## src/shared/emr_pkg.sv

```systemverilog
// package: register map, reset values and carriers for the energy meter result/mode bank
package emr_pkg;
   // ----------------------------------------
   // register addresses
   // ----------------------------------------
   localparam logic [5:0] ADDR_RESERVED = 6'h00;
   localparam logic [5:0] ADDR_ACT_ACC = 6'h01;
   localparam logic [5:0] ADDR_ACT_RC = 6'h02;
   localparam logic [5:0] ADDR_LINE_ACT = 6'h03;
   localparam logic [5:0] ADDR_APP_ACC = 6'h04;
   localparam logic [5:0] ADDR_APP_RC = 6'h05;
   localparam logic [5:0] ADDR_LINE_APP = 6'h06;
   localparam logic [5:0] ADDR_PERIOD = 6'h07;
   localparam logic [5:0] ADDR_TEMP = 6'h08;
   localparam logic [5:0] ADDR_WAVE = 6'h09;
   localparam logic [5:0] ADDR_OPCFG = 6'h0a;
   localparam logic [5:0] ADDR_MEASCFG = 6'h0b;
   localparam logic [5:0] ADDR_WAVCFG = 6'h0c;
   localparam logic [5:0] ADDR_ACTFORM = 6'h0d;
   localparam logic [5:0] ADDR_APPFORM = 6'h0e;
   localparam logic [5:0] ADDR_MASK = 6'h0f;
   localparam logic [5:0] ADDR_FLAGS = 6'h10;
   localparam logic [5:0] ADDR_STATUS_RC = 6'h11;
   // ----------------------------------------
   // reset values
   // ----------------------------------------
   localparam logic [7:0] OPCFG_RST = 8'h04;
   localparam logic [7:0] MEASCFG_RST = 8'h70;
   localparam logic [7:0] WAVCFG_RST = 8'h00;
   localparam logic [7:0] FORMULA_RST = 8'h3f;
   localparam logic [15:0] MASK_RST = 16'h0000;
   // ----------------------------------------
   // field positions and widths
   // ----------------------------------------
   localparam int CMD_WRITE_BIT = 7;
   localparam int FORM_LINE_LSB = 0;
   localparam int FORM_ACC_LSB = 3;
   localparam int FORM_MODE_LSB = 6;
   localparam logic [1:0] FMODE_ABS = 2'h1;
   localparam int ENERGY_W = 24;
   localparam int ACC_W = 40;
   localparam int ACC_FRAC = 16;
   localparam int PERIOD_W = 15;
   localparam int TEMP_W = 8;
   localparam int FLAG_W = 16;
   localparam logic [4:0] CMD_LAST_BIT = 5'h07;
   // ----------------------------------------
   // overflow headroom: 40-bit accumulator, 24 visible bits
   // ----------------------------------------
   localparam longint HOLD_MIN_S = 88;
   localparam longint TERM_FULL_SCALE = 3 * 32768;
   localparam longint MAX_SAMPLE_HZ = (64'd1 << ACC_W) / (TERM_FULL_SCALE * HOLD_MIN_S);
   // ----------------------------------------
   // carriers
   // ----------------------------------------
   typedef struct packed {
      logic [2:0][15:0] active;
      logic [2:0][15:0] apparent;
      logic valid;
   } emr_power_t;
   typedef struct packed {
      logic [5:0][23:0] sample;
      logic valid;
   } emr_wave_t;
   typedef struct packed {
      logic [7:0] operating;
      logic [7:0] measurement;
      logic [7:0] waveform;
      logic [7:0] activeFormula;
      logic [7:0] apparentFormula;
   } emr_config_t;
   typedef enum logic [1:0] {
      SP_CMD = 2'b00,
      SP_READ = 2'b01,
      SP_WRITE = 2'b10
   } emr_spi_state_t;
endpackage
```

## src/rtl/emr_regs.sv

```systemverilog
// energy meter result and mode register bank behind the serial port
// ----------------------------------------
// ----------------------------------------
`timescale 1ns/10ps
module emr_regs
(
   input wire logic clock,
   input wire logic rst,
   input wire logic serialClk,
   input wire logic serialSelN,
   input wire logic serialIn,
   output logic serialOut,
   output logic serialOutOe,
   output logic irqOutN,
   output logic irqOe,
   input wire emr_pkg::emr_power_t power,
   input wire emr_pkg::emr_wave_t wave,
   input wire logic halfCycle,
   input wire logic [15:0] halfCycleCount,
   input wire logic [2:0][14:0] phasePeriod,
   input wire logic periodValid,
   input wire logic [7:0] tempIn,
   input wire logic tempValid,
   input wire logic [15:0] events,
   output emr_pkg::emr_config_t modeConfig
);
   // ----------------------------------------
   // pin synchronisers
   // ----------------------------------------
   logic sclkS1, sclkS2, sclkS3, selS1, selS2, dinS1, dinS2;
   always_ff @(posedge clock or posedge rst)
   begin
      if (rst)
      begin
         sclkS1 <= 1'b1;
         sclkS2 <= 1'b1;
         sclkS3 <= 1'b1;
         selS1 <= 1'b1;
         selS2 <= 1'b1;
         dinS1 <= 1'b0;
         dinS2 <= 1'b0;
      end
      else
      begin
         sclkS1 <= serialClk;
         sclkS2 <= sclkS1;
         sclkS3 <= sclkS2;
         selS1 <= serialSelN;
         selS2 <= selS1;
         dinS1 <= serialIn;
         dinS2 <= dinS1;
      end
   end
   logic active, sclkRise, sclkFall;
   assign active = ~selS2;
   assign sclkRise = sclkS2 & ~sclkS3;
   assign sclkFall = ~sclkS2 & sclkS3;

   // ----------------------------------------
   // storage
   // ----------------------------------------
   logic [emr_pkg::ACC_W-1:0] actAcc_q, appAcc_q, lineActWork_q, lineAppWork_q;
   logic [emr_pkg::ENERGY_W-1:0] lineAct_q, lineApp_q, wave_q;
   logic [emr_pkg::PERIOD_W-1:0] period_q;
   logic [emr_pkg::TEMP_W-1:0] temp_q;
   logic [15:0] halfCnt_q, mask_q;
   logic [emr_pkg::FLAG_W-1:0] flags_q;
   logic [7:0] opCfg_q, measCfg_q, wavCfg_q, actForm_q, appForm_q;
   emr_pkg::emr_spi_state_t state_q;
   logic [4:0] bitCnt_q;
   logic [5:0] addr_q;
   logic [23:0] rxShift_q, txShift_q;
   logic irqBlock_q;

   // ----------------------------------------
   // power combination
   // ----------------------------------------
   function automatic logic [emr_pkg::ACC_W-1:0] combine(input logic [2:0][15:0] t,
      input logic [2:0] en, input logic [1:0] mode);
      logic signed [19:0] sum;
      logic signed [19:0] term;
      sum = '0;
      for (int i = 0; i < 3; i++)
      begin
         term = 20'(signed'(t[i]));
         if (mode == emr_pkg::FMODE_ABS && term < 0)
            term = -term;
         if (mode[1] && i == 1)
            term = -term;
         if (en[i])
            sum = sum + term;
      end
      return {{(emr_pkg::ACC_W-20){sum[19]}}, sum};
   endfunction

   logic [emr_pkg::ACC_W-1:0] actInc, appInc, lineActInc, lineAppInc;
   always_comb
   begin
      actInc = '0;
      appInc = '0;
      lineActInc = '0;
      lineAppInc = '0;
      if (power.valid)
      begin
         actInc = combine(power.active, actForm_q[emr_pkg::FORM_ACC_LSB +: 3],
            actForm_q[emr_pkg::FORM_MODE_LSB +: 2]);
         appInc = combine(power.apparent, appForm_q[emr_pkg::FORM_ACC_LSB +: 3],
            appForm_q[emr_pkg::FORM_MODE_LSB +: 2]);
         lineActInc = combine(power.active, actForm_q[emr_pkg::FORM_LINE_LSB +: 3], 2'h0);
         lineAppInc = combine(power.apparent, appForm_q[emr_pkg::FORM_LINE_LSB +: 3], 2'h0);
      end
   end

   // ----------------------------------------
   // serial command decode
   // ----------------------------------------
   logic cmdDone, readCapture, wrStrobe, readEnd;
   logic [5:0] capAddr;
   logic [23:0] wrData;
   logic [4:0] dataBits;
   assign cmdDone = active & sclkFall & (state_q == emr_pkg::SP_CMD) &
      (bitCnt_q == emr_pkg::CMD_LAST_BIT);
   assign capAddr = {rxShift_q[4:0], dinS2};
   assign readCapture = cmdDone & ~rxShift_q[emr_pkg::CMD_WRITE_BIT-1];
   assign wrData = {rxShift_q[22:0], dinS2};
   assign wrStrobe = active & sclkFall & (state_q == emr_pkg::SP_WRITE) &
      (bitCnt_q == dataBits - 5'h01);
   assign readEnd = active & sclkFall & (state_q == emr_pkg::SP_READ) &
      (bitCnt_q == dataBits - 5'h01);

   function automatic logic [4:0] widthOf(input logic [5:0] a);
      if (a >= emr_pkg::ADDR_ACT_ACC && a <= emr_pkg::ADDR_LINE_APP || a == emr_pkg::ADDR_WAVE)
         return 5'h18;
      if (a == emr_pkg::ADDR_PERIOD || a >= emr_pkg::ADDR_MASK && a <= emr_pkg::ADDR_STATUS_RC)
         return 5'h10;
      return 5'h08;
   endfunction
   assign dataBits = widthOf(addr_q);

   // left aligned so the top bit leaves first
   logic [23:0] readWord;
   always_comb
   begin
      unique case (capAddr)
         emr_pkg::ADDR_ACT_ACC, emr_pkg::ADDR_ACT_RC:
            readWord = actAcc_q[emr_pkg::ACC_FRAC +: emr_pkg::ENERGY_W];
         emr_pkg::ADDR_LINE_ACT: readWord = lineAct_q;
         emr_pkg::ADDR_APP_ACC, emr_pkg::ADDR_APP_RC:
            readWord = appAcc_q[emr_pkg::ACC_FRAC +: emr_pkg::ENERGY_W];
         emr_pkg::ADDR_LINE_APP: readWord = lineApp_q;
         emr_pkg::ADDR_PERIOD: readWord = {1'b0, period_q, 8'h00};
         emr_pkg::ADDR_TEMP: readWord = {temp_q, 16'h0000};
         emr_pkg::ADDR_WAVE: readWord = wave_q;
         emr_pkg::ADDR_OPCFG: readWord = {opCfg_q, 16'h0000};
         emr_pkg::ADDR_MEASCFG: readWord = {measCfg_q, 16'h0000};
         emr_pkg::ADDR_WAVCFG: readWord = {wavCfg_q, 16'h0000};
         emr_pkg::ADDR_ACTFORM: readWord = {actForm_q, 16'h0000};
         emr_pkg::ADDR_APPFORM: readWord = {appForm_q, 16'h0000};
         emr_pkg::ADDR_MASK: readWord = {mask_q, 8'h00};
         emr_pkg::ADDR_FLAGS, emr_pkg::ADDR_STATUS_RC: readWord = {flags_q, 8'h00};
         default: readWord = 24'h000000;
      endcase
   end

   // ----------------------------------------
   // serial engine
   // ----------------------------------------
   always_ff @(posedge clock or posedge rst)
   begin
      if (rst)
      begin
         state_q <= emr_pkg::SP_CMD;
         bitCnt_q <= 5'h00;
         addr_q <= 6'h00;
         rxShift_q <= 24'h000000;
      end
      else if (!active)
      begin
         state_q <= emr_pkg::SP_CMD;
         bitCnt_q <= 5'h00;
      end
      else if (sclkFall)
      begin
         rxShift_q <= wrData;
         if (cmdDone)
         begin
            bitCnt_q <= 5'h00;
            addr_q <= capAddr;
            state_q <= readCapture ? emr_pkg::SP_READ : emr_pkg::SP_WRITE;
         end
         else if (wrStrobe || readEnd)
         begin
            bitCnt_q <= 5'h00;
            state_q <= emr_pkg::SP_CMD;
         end
         else
            bitCnt_q <= bitCnt_q + 5'h01;
      end
   end

   // whole word frozen at addressing; later updates cannot tear a multi-byte read
   always_ff @(posedge clock or posedge rst)
   begin
      if (rst)
      begin
         txShift_q <= 24'h000000;
         serialOut <= 1'b0;
      end
      else if (readCapture)
         txShift_q <= readWord;
      else if (active && sclkRise && state_q == emr_pkg::SP_READ)
      begin
         serialOut <= txShift_q[23];
         txShift_q <= {txShift_q[22:0], 1'b0};
      end
   end
   assign serialOutOe = active & (state_q == emr_pkg::SP_READ);

   // ----------------------------------------
   // writable configuration
   // ----------------------------------------
   always_ff @(posedge clock or posedge rst)
   begin
      if (rst)
      begin
         opCfg_q <= emr_pkg::OPCFG_RST;
         measCfg_q <= emr_pkg::MEASCFG_RST;
         wavCfg_q <= emr_pkg::WAVCFG_RST;
         actForm_q <= emr_pkg::FORMULA_RST;
         appForm_q <= emr_pkg::FORMULA_RST;
         mask_q <= emr_pkg::MASK_RST;
      end
      else if (wrStrobe)
      begin
         unique case (addr_q)
            emr_pkg::ADDR_OPCFG: opCfg_q <= wrData[7:0];
            emr_pkg::ADDR_MEASCFG: measCfg_q <= wrData[7:0];
            emr_pkg::ADDR_WAVCFG: wavCfg_q <= wrData[7:0];
            emr_pkg::ADDR_ACTFORM: actForm_q <= wrData[7:0];
            emr_pkg::ADDR_APPFORM: appForm_q <= wrData[7:0];
            emr_pkg::ADDR_MASK: mask_q <= wrData[15:0];
            default: ;
         endcase
      end
   end
   assign modeConfig = '{operating: opCfg_q, measurement: measCfg_q, waveform: wavCfg_q,
      activeFormula: actForm_q, apparentFormula: appForm_q};

   // ----------------------------------------
   // energy accumulators
   // ----------------------------------------
   logic clrAct, clrApp;
   assign clrAct = readCapture & (capAddr == emr_pkg::ADDR_ACT_RC);
   assign clrApp = readCapture & (capAddr == emr_pkg::ADDR_APP_RC);

   // 16 guard bits below the visible word give the 88 s headroom
   always_ff @(posedge clock or posedge rst)
   begin
      if (rst)
      begin
         actAcc_q <= '0;
         appAcc_q <= '0;
      end
      else
      begin
         actAcc_q <= (clrAct ? '0 : actAcc_q) + actInc;
         appAcc_q <= (clrApp ? '0 : appAcc_q) + appInc;
      end
   end

   // ----------------------------------------
   // line cycle accumulation
   // ----------------------------------------
   logic lineDone;
   assign lineDone = halfCycle & (halfCnt_q + 16'h0001 >= halfCycleCount);
   always_ff @(posedge clock or posedge rst)
   begin
      if (rst)
      begin
         halfCnt_q <= 16'h0000;
         lineActWork_q <= '0;
         lineAppWork_q <= '0;
         lineAct_q <= '0;
         lineApp_q <= '0;
      end
      else
      begin
         if (lineDone)
         begin
            halfCnt_q <= 16'h0000;
            lineAct_q <= lineActWork_q[emr_pkg::ACC_FRAC +: emr_pkg::ENERGY_W];
            lineApp_q <= lineAppWork_q[emr_pkg::ACC_FRAC +: emr_pkg::ENERGY_W];
            lineActWork_q <= lineActInc;
            lineAppWork_q <= lineAppInc;
         end
         else
         begin
            if (halfCycle)
               halfCnt_q <= halfCnt_q + 16'h0001;
            lineActWork_q <= lineActWork_q + lineActInc;
            lineAppWork_q <= lineAppWork_q + lineAppInc;
         end
      end
   end

   // ----------------------------------------
   // period, temperature, waveform results
   // ----------------------------------------
   always_ff @(posedge clock or posedge rst)
   begin
      if (rst)
      begin
         period_q <= '0;
         temp_q <= '0;
         wave_q <= '0;
      end
      else
      begin
         if (periodValid && measCfg_q[1:0] != 2'h3)
            period_q <= phasePeriod[measCfg_q[1:0]];
         if (tempValid)
            temp_q <= tempIn;
         if (wave.valid && wavCfg_q[2:0] < 3'h6)
            wave_q <= wave.sample[wavCfg_q[2:0]];
      end
   end

   // ----------------------------------------
   // interrupt flags and request
   // ----------------------------------------
   logic statusCapture;
   assign statusCapture = readCapture & (capAddr == emr_pkg::ADDR_STATUS_RC);
   // cleared at capture, not at the end, so events during the transfer stay pending
   always_ff @(posedge clock or posedge rst)
   begin
      if (rst)
         flags_q <= '0;
      else
         flags_q <= (statusCapture ? '0 : flags_q) | events;
   end
   always_ff @(posedge clock or posedge rst)
   begin
      if (rst)
         irqBlock_q <= 1'b0;
      else if (statusCapture)
         irqBlock_q <= 1'b1;
      else if (readEnd || !active)
         irqBlock_q <= 1'b0;
   end
   assign irqOutN = 1'b0;
   assign irqOe = (|(flags_q & mask_q)) & ~irqBlock_q;
endmodule

```

## config.mk

```make
export PLATFORM = sky130hd
export DESIGN_NAME = emr_regs
export DESIGN_NICKNAME = d
export VERILOG_FILES = /design/src/shared/emr_pkg.sv /design/src/rtl/emr_regs.sv
export SDC_FILE = /design/constraint.sdc
export NUM_CORES = 2
export LEC_CHECK = 0
export ABC_CLOCK_PERIOD_IN_PS = 23400
export BUFFER_PORTS_ARGS = -buffer_cell sky130_fd_sc_hd__buf_2
export CORE_UTILIZATION = 24
export DETAILED_ROUTE_END_ITERATION = 8
export GPL_TIMING_DRIVEN = 0
export MAX_ROUTING_LAYER = met4
export PLACE_DENSITY_LB_ADDON = 0.1
export SYNTH_ARGS = -nofsm -noshare
export SYNTH_HDL_FRONTEND = slang
export SYNTH_SLANG_ARGS = --single-unit
```

## constraint.sdc

```tcl
create_clock -name clock -period 23.4 [get_ports clock]
set_input_delay 1.17 -clock clock [delete_from_list [all_inputs] [get_ports clock]]
set_output_delay 1.17 -clock clock [all_outputs]
set_load 0.005 [all_outputs]
```

* After elaboration in Yosys (flattened, before gate mapping)
Index checks and enable logic that the tools add are counted.
** Word-level totals
- Bits in registers :: 404
- Output and inout port bits :: 44
- Logic and storage cells :: 230
** Cells by class
- Add/subtract/negate cells :: 23
- Order comparisons :: 14
- Equal/unequal tests :: 32
- Multiplexer cells :: 70
- Bitwise gates (word level) :: 24
- Reduce and logical (&&, ||, !) cells :: 36
** Operator list (number)
- $mux W20 :: 34
- $pmux W24 S14 :: 1
- $mux W40 :: 8
- $add A40 B40 Y40 :: 4
- $neg A16 Y20 :: 6
- $lt A16 B1 Y1 const B :: 6
- $eq A6 B4 Y1 const B :: 15
- $add A20 B16 Y20 :: 4
- $add A20 B20 Y20 :: 4
- $bmux W24 S3 :: 1
- $mux W24 :: 3
- $mux W16 :: 3
- $mux W5 :: 8
- $neg A20 Y20 :: 2
- $bmux W15 S2 :: 1
- $eq A6 B3 Y1 const B :: 5
- $reduce_and A2 Y1 :: 9
- $add A16 B1 Y16 const B :: 1
- $and A1 B1 Y1 :: 16
- $and A16 B16 Y16 :: 1
- $ge A16 B16 Y1 :: 1
- $or A16 B16 Y16 :: 1
- $reduce_or A16 Y1 :: 1
- $mux W15 :: 1
- 27 further kinds :: 63

* Longest topological paths before layout
- Word-level depth :: 15
- Depth in mapped cells :: 41
- Gate-level depth less buffers :: 40

* Least setup slack after synthesis
Ideal clock, no wire load.
- Path type :: input to register
- Start point :: input power[80] (netlist name)
- End point :: register actAcc_q[39] (netlist name)
- Arrival :: 9.395 ns
- Setup slack :: 13.868 ns
- Stages on the path :: 41
- Path through :: and3b_1 -> buf_2 -> clkbuf_1 -> and3_1 -> o21ai_0 -> a21oi_1 -> o21ai_0 -> a21oi_1 -> xnor2_1 -> ha_1 -> a21boi_0 -> o21ai_0 -> a21boi_0 -> o21ai_0 -> a21oi_1 -> o21a_1 -> or3_1 -> a31o_2 -> [5 not listed] -> a211oi_1 -> a211o_1 -> o31ai_1 -> xnor2_1 -> nand3_1 -> mux2i_1 -> ha_1 -> a21o_1 -> a21o_1 -> a21oi_1 -> nor2_1 -> nor2_1 -> a2111oi_0 -> or3_1 -> nand2_1 -> o21ai_0 -> a21oi_1 -> xor3_1
** On the way
- Cells in the longest elaborated chain, start to end :: 14
** Ends and longest elaborated chain
- from (decl) :: line emr_regs.sv:16 : input wire emr_pkg::emr_power_t power,
- $lt A16 B1 Y1
- $logic_and A1 B1 Y1 :: line emr_regs.sv:86 : if (mode == emr_pkg::FMODE_ABS && term < 0)
- $mux W20 (*) :: line emr_regs.sv:86
- $mux W20 (*) :: line emr_regs.sv:103 : if (power.valid)
- $neg A20 Y20 :: line emr_regs.sv:89 : term = -term;
- $mux W20 (*) :: line emr_regs.sv:88 : if (mode[1] && i == 1)
- $mux W20 (*) :: line emr_regs.sv:103
- $add A20 B20 Y20 (*) :: line emr_regs.sv:91 : sum = sum + term;
- $mux W20 (*) :: line emr_regs.sv:90 : if (en[i])
- $mux W20 (*) :: line emr_regs.sv:103
- $add A20 B20 Y20 :: line emr_regs.sv:91
- $mux W20 (*) :: line emr_regs.sv:90
- $mux W40 (*) :: line emr_regs.sv:103
- $add A40 B40 Y40 (*) :: line emr_regs.sv:266 : actAcc_q <= (clrAct ? '0 : actAcc_q) + actInc;
- to (signal assigned) :: line emr_regs.sv:266
- to (decl) :: line emr_regs.sv:62 : logic [emr_pkg::ACC_W-1:0] actAcc_q, appAcc_q, lineActWork_q, lineAppWork_q;
Mark *: on every way between the ends. The rest lies on a longest branch, timed or not. The select of a mux whose other input is x is not followed.
A chain may end at the register's enable or synchronous reset.

* Final worst setup path
- Start point :: register appForm_q[6]
- End point :: register appAcc_q[39] (netlist name)
** On the way
- Cells in the longest elaborated chain, start to end :: 14
** Ends and longest elaborated chain
- from (decl) :: line emr_regs.sv:68 : logic [7:0] opCfg_q, measCfg_q, wavCfg_q, actForm_q, appForm_q;
- from (signal assigned) :: line emr_regs.sv:230 : appForm_q <= emr_pkg::FORMULA_RST;
- from (signal assigned) :: line emr_regs.sv:240 : emr_pkg::ADDR_APPFORM: appForm_q <= wrData[7:0];
- $eq A2 B1 Y1 (*) :: line emr_regs.sv:86
- $logic_and A1 B1 Y1 :: line emr_regs.sv:86
- $mux W20 :: line emr_regs.sv:86
- $mux W20 :: line emr_regs.sv:103
- $neg A20 Y20 :: line emr_regs.sv:89
- $mux W20 :: line emr_regs.sv:88
- $mux W20 :: line emr_regs.sv:103
- $add A20 B20 Y20 :: line emr_regs.sv:91
- $mux W20 :: line emr_regs.sv:90
- $mux W20 :: line emr_regs.sv:103
- $add A20 B20 Y20 :: line emr_regs.sv:91
- $mux W20 (*) :: line emr_regs.sv:90
- $mux W40 (*) :: line emr_regs.sv:103
- $add A40 B40 Y40 (*) :: line emr_regs.sv:267 : appAcc_q <= (clrApp ? '0 : appAcc_q) + appInc;
- to (signal assigned) :: line emr_regs.sv:267
- to (decl) :: line emr_regs.sv:62
Marks and branches as above.

==> metrics <==
critical setup path kind register to register; Fillers 17,100; crit end category register; Worst-Margin Slew 1.34 ns; hold depth 0; largest net degree at the start of global routing 109; IO Port Bufs 374; ys flop type dfrtp_1; Post-Syn Nets 5,172; Final Cycle Share 45.7%; PostCTS Resize Cnt 0; GR Overflow Total 0; Final Hold Viols 0; worst setup path end appAcc_q[39]; area leader, netlist dfrtp_1; CP arrival 11.27 ns; RSZ-0062 raised after global routing no; GPL Wtd Cong 0.876; Ports 379; Worst-Skew Late Latency 0.68 ns; 1st-iter DRT viols 2,535; hpwl dp 130,000 um; Max-slew headroom 10.4%; Root Driver clkbuf_16; Worst path slowest cell dfrtp_1; Reg2Reg Launch Point appForm_q[6]; maximum clock rate 93.5 MHz; antenna violations before repair 13; post-synth top area share 25.3%; worst hold margin 0.353 ns; Initial Utilization 24.2%; number of global-route vias before repair 34,800; max-slew violation count 0; Mapped Cells 4,497; Placed Area 0.0425 mm^2; R2R depth 37; CP most frequent cell o21ai_0; reg2reg end appAcc_q[39]; crit path time final 10.69 ns; CP max stage delay 0.89 ns; Avg Cell Area, Syn 8.43 um^2; DRC viols 0; H-tree levels 2; routed vias/inst 5.05; clock slew at reported path FFs 0.06 ns; post-synthesis async set-or-reset flop share 100%; P_leak 0.0210 uW; Rows 145; Post-Synthesis Cell Area 0.0379 mm^2; first-pass GRT wire length 233,000 um; Num CTS Buffers 54; sequential-to-total area share from yosys stat 26.7%; Setup violations, final 0; CORE AREA 0.157 mm^2; Synth area leaders dfrtp_1 25%, ha_1 11%, xnor2_1 5.3%; R2R setup slack 12.71 ns; Post-synth top cells 481 x nand2_1, 383 x dfrtp_1, 328 x ha_1, 322 x a21oi_1, 305 x nor2_1; YS warnings 0; Detail Route Antenna Nets 0; drt pass-1 iters 8; Layout Skew 0.0625 ns; post-synth cell types 102; top-count cell post-synth nand2_1; total wire length 159,000 um; status finished clean; Tot GR Track Use 20.1%; CTS Sinks 404; Post-synth EDFFs 0; Overall Power 2130 uW; VDD IR max 0.0568 mV; Area growth syn-to-layout 17.1%; Yosys reg bits 404; Setup TNS 0 ns; Post-CTS Setup Bufs 0; Post-CTS Hold Buffers 0; Cell Pwr Density 48.0 mW/mm^2; design area 0.0444 mm^2; CP Launch Point appForm_q[6]; WL per Instance 22.6 um; Startpoint Class register; WP data required 23.97 ns; routed via count 35,500; die width 399 um; Worst Hold Class register to register; max cap viols 0; die footprint 0.160 mm^2; CP max FO 21; Layout Nets 5,608; ratio of cells with drive above 1 in the final layout 15.0%; CTS tree built; CTS max path bufs 3; die height 399 um
-- registers in the layout, summed over array words and instances (netlist names), 16 cells and up --
| signal | flops |
|---|---|
| actAcc_q | 40 |
| appAcc_q | 40 |
| halfCnt_q | 16 |
| lineAppWork_q | 40 |
| flags_q | 16 |
| mask_q | 16 |
| txShift_q | 24 |
| wave_q | 24 |
| lineActWork_q | 40 |
| lineApp_q | 24 |
| lineAct_q | 24 |
-- stage by stage --
step	setup slack [ns]	utilization [%]	instances
after floorplan	11.03	-	4497
after global placement	4.09	27.1	6929
after detailed placement	12.21	27.2	6935
after CTS	12.65	28.3	7031
after global routing	12.03	28.3	7033
final	12.71	28.4	7038
-- cell type report --
type	instances	area (um^2)	area share, %
Clock inverter	28	390	0.879
Buffer	201	796	1.79
Timing Repair Buffer	380	2000	4.51
Clock buffer	68	1470	3.32
Sequential cell	404	10100	22.8
Tap cell	2058	2570	5.80
Antenna cell	7	17.5	0.0395
Multi-Input combinational cell	3718	26300	59.3
Inverter	174	661	1.49
-- cells in the final DEF (no fill, tap or decap), types with 68 or more instances in the layout --
cell      count
a211oi_1     68
a21o_1      168
a21oi_1     322
and2_1      145
buf_2       384
clkbuf_1    170
dfrtp_1     383
ha_1        328
inv_1       172
mux2_2      148
mux2i_1      72
nand2_1     481
nand3_1     135
nor2_1      304
nor3_1       81
o21ai_0     274
xnor2_1     229
xor2_1      123
-- worst max-delay path, delay by kind of cell (launching register included) --
family                   cells  cell delay, ns
buffers and inverters        2            0.52
flip-flops                   1            0.89
AO/OA/AOI/OAI               18            4.68
AND/OR/NAND/NOR             11            2.19
XOR/XNOR                     1            0.13
adder cells (fa/ha/maj)      3            1.14
multiplexers                 2            1.01
-- metal layers --
layer  global-route usage [%]  share of wire (%)  vias up
met5                        -                  0        -
met4                     4.31                2.1        0
met3                     1.84                3.9      148
met2                     31.9                 46      735
met1                     27.6                 48    17400
li1                         -                  -    17300
-- worst min-delay path by stage --
stage	endpoint	from
finish	dinS2	dinS1
global route	dinS2	dinS1
CTS	dinS2	dinS1
detailed placement	dinS2	dinS1
global placement	dinS2	dinS1
floorplan	dinS2	dinS1
-- cell families after synthesis --
| family | Yosys count | synth area share (%) |
|---|---|---|
| simple gates | 1465 | 18.8 |
| compound gates | 1305 | 22.7 |
| flops | 404 | 26.7 |
| buf+inv | 375 | 3.82 |
| xor+xnor | 353 | 8.20 |
| fa+ha+maj | 340 | 11.5 |
| mux | 254 | 8.26 |
| other cells | 1 | 0.00989 |
-- where the power goes --
| group | total (uW) | switching [uW] | internal, uW |
|---|---|---|---|
| logic | 424 | 270 | 154 |
| clock network | 896 | 371 | 526 |
| registers | 811 | 55.6 | 756 |
No activity file was read; power rests on OpenSTA's default activity.
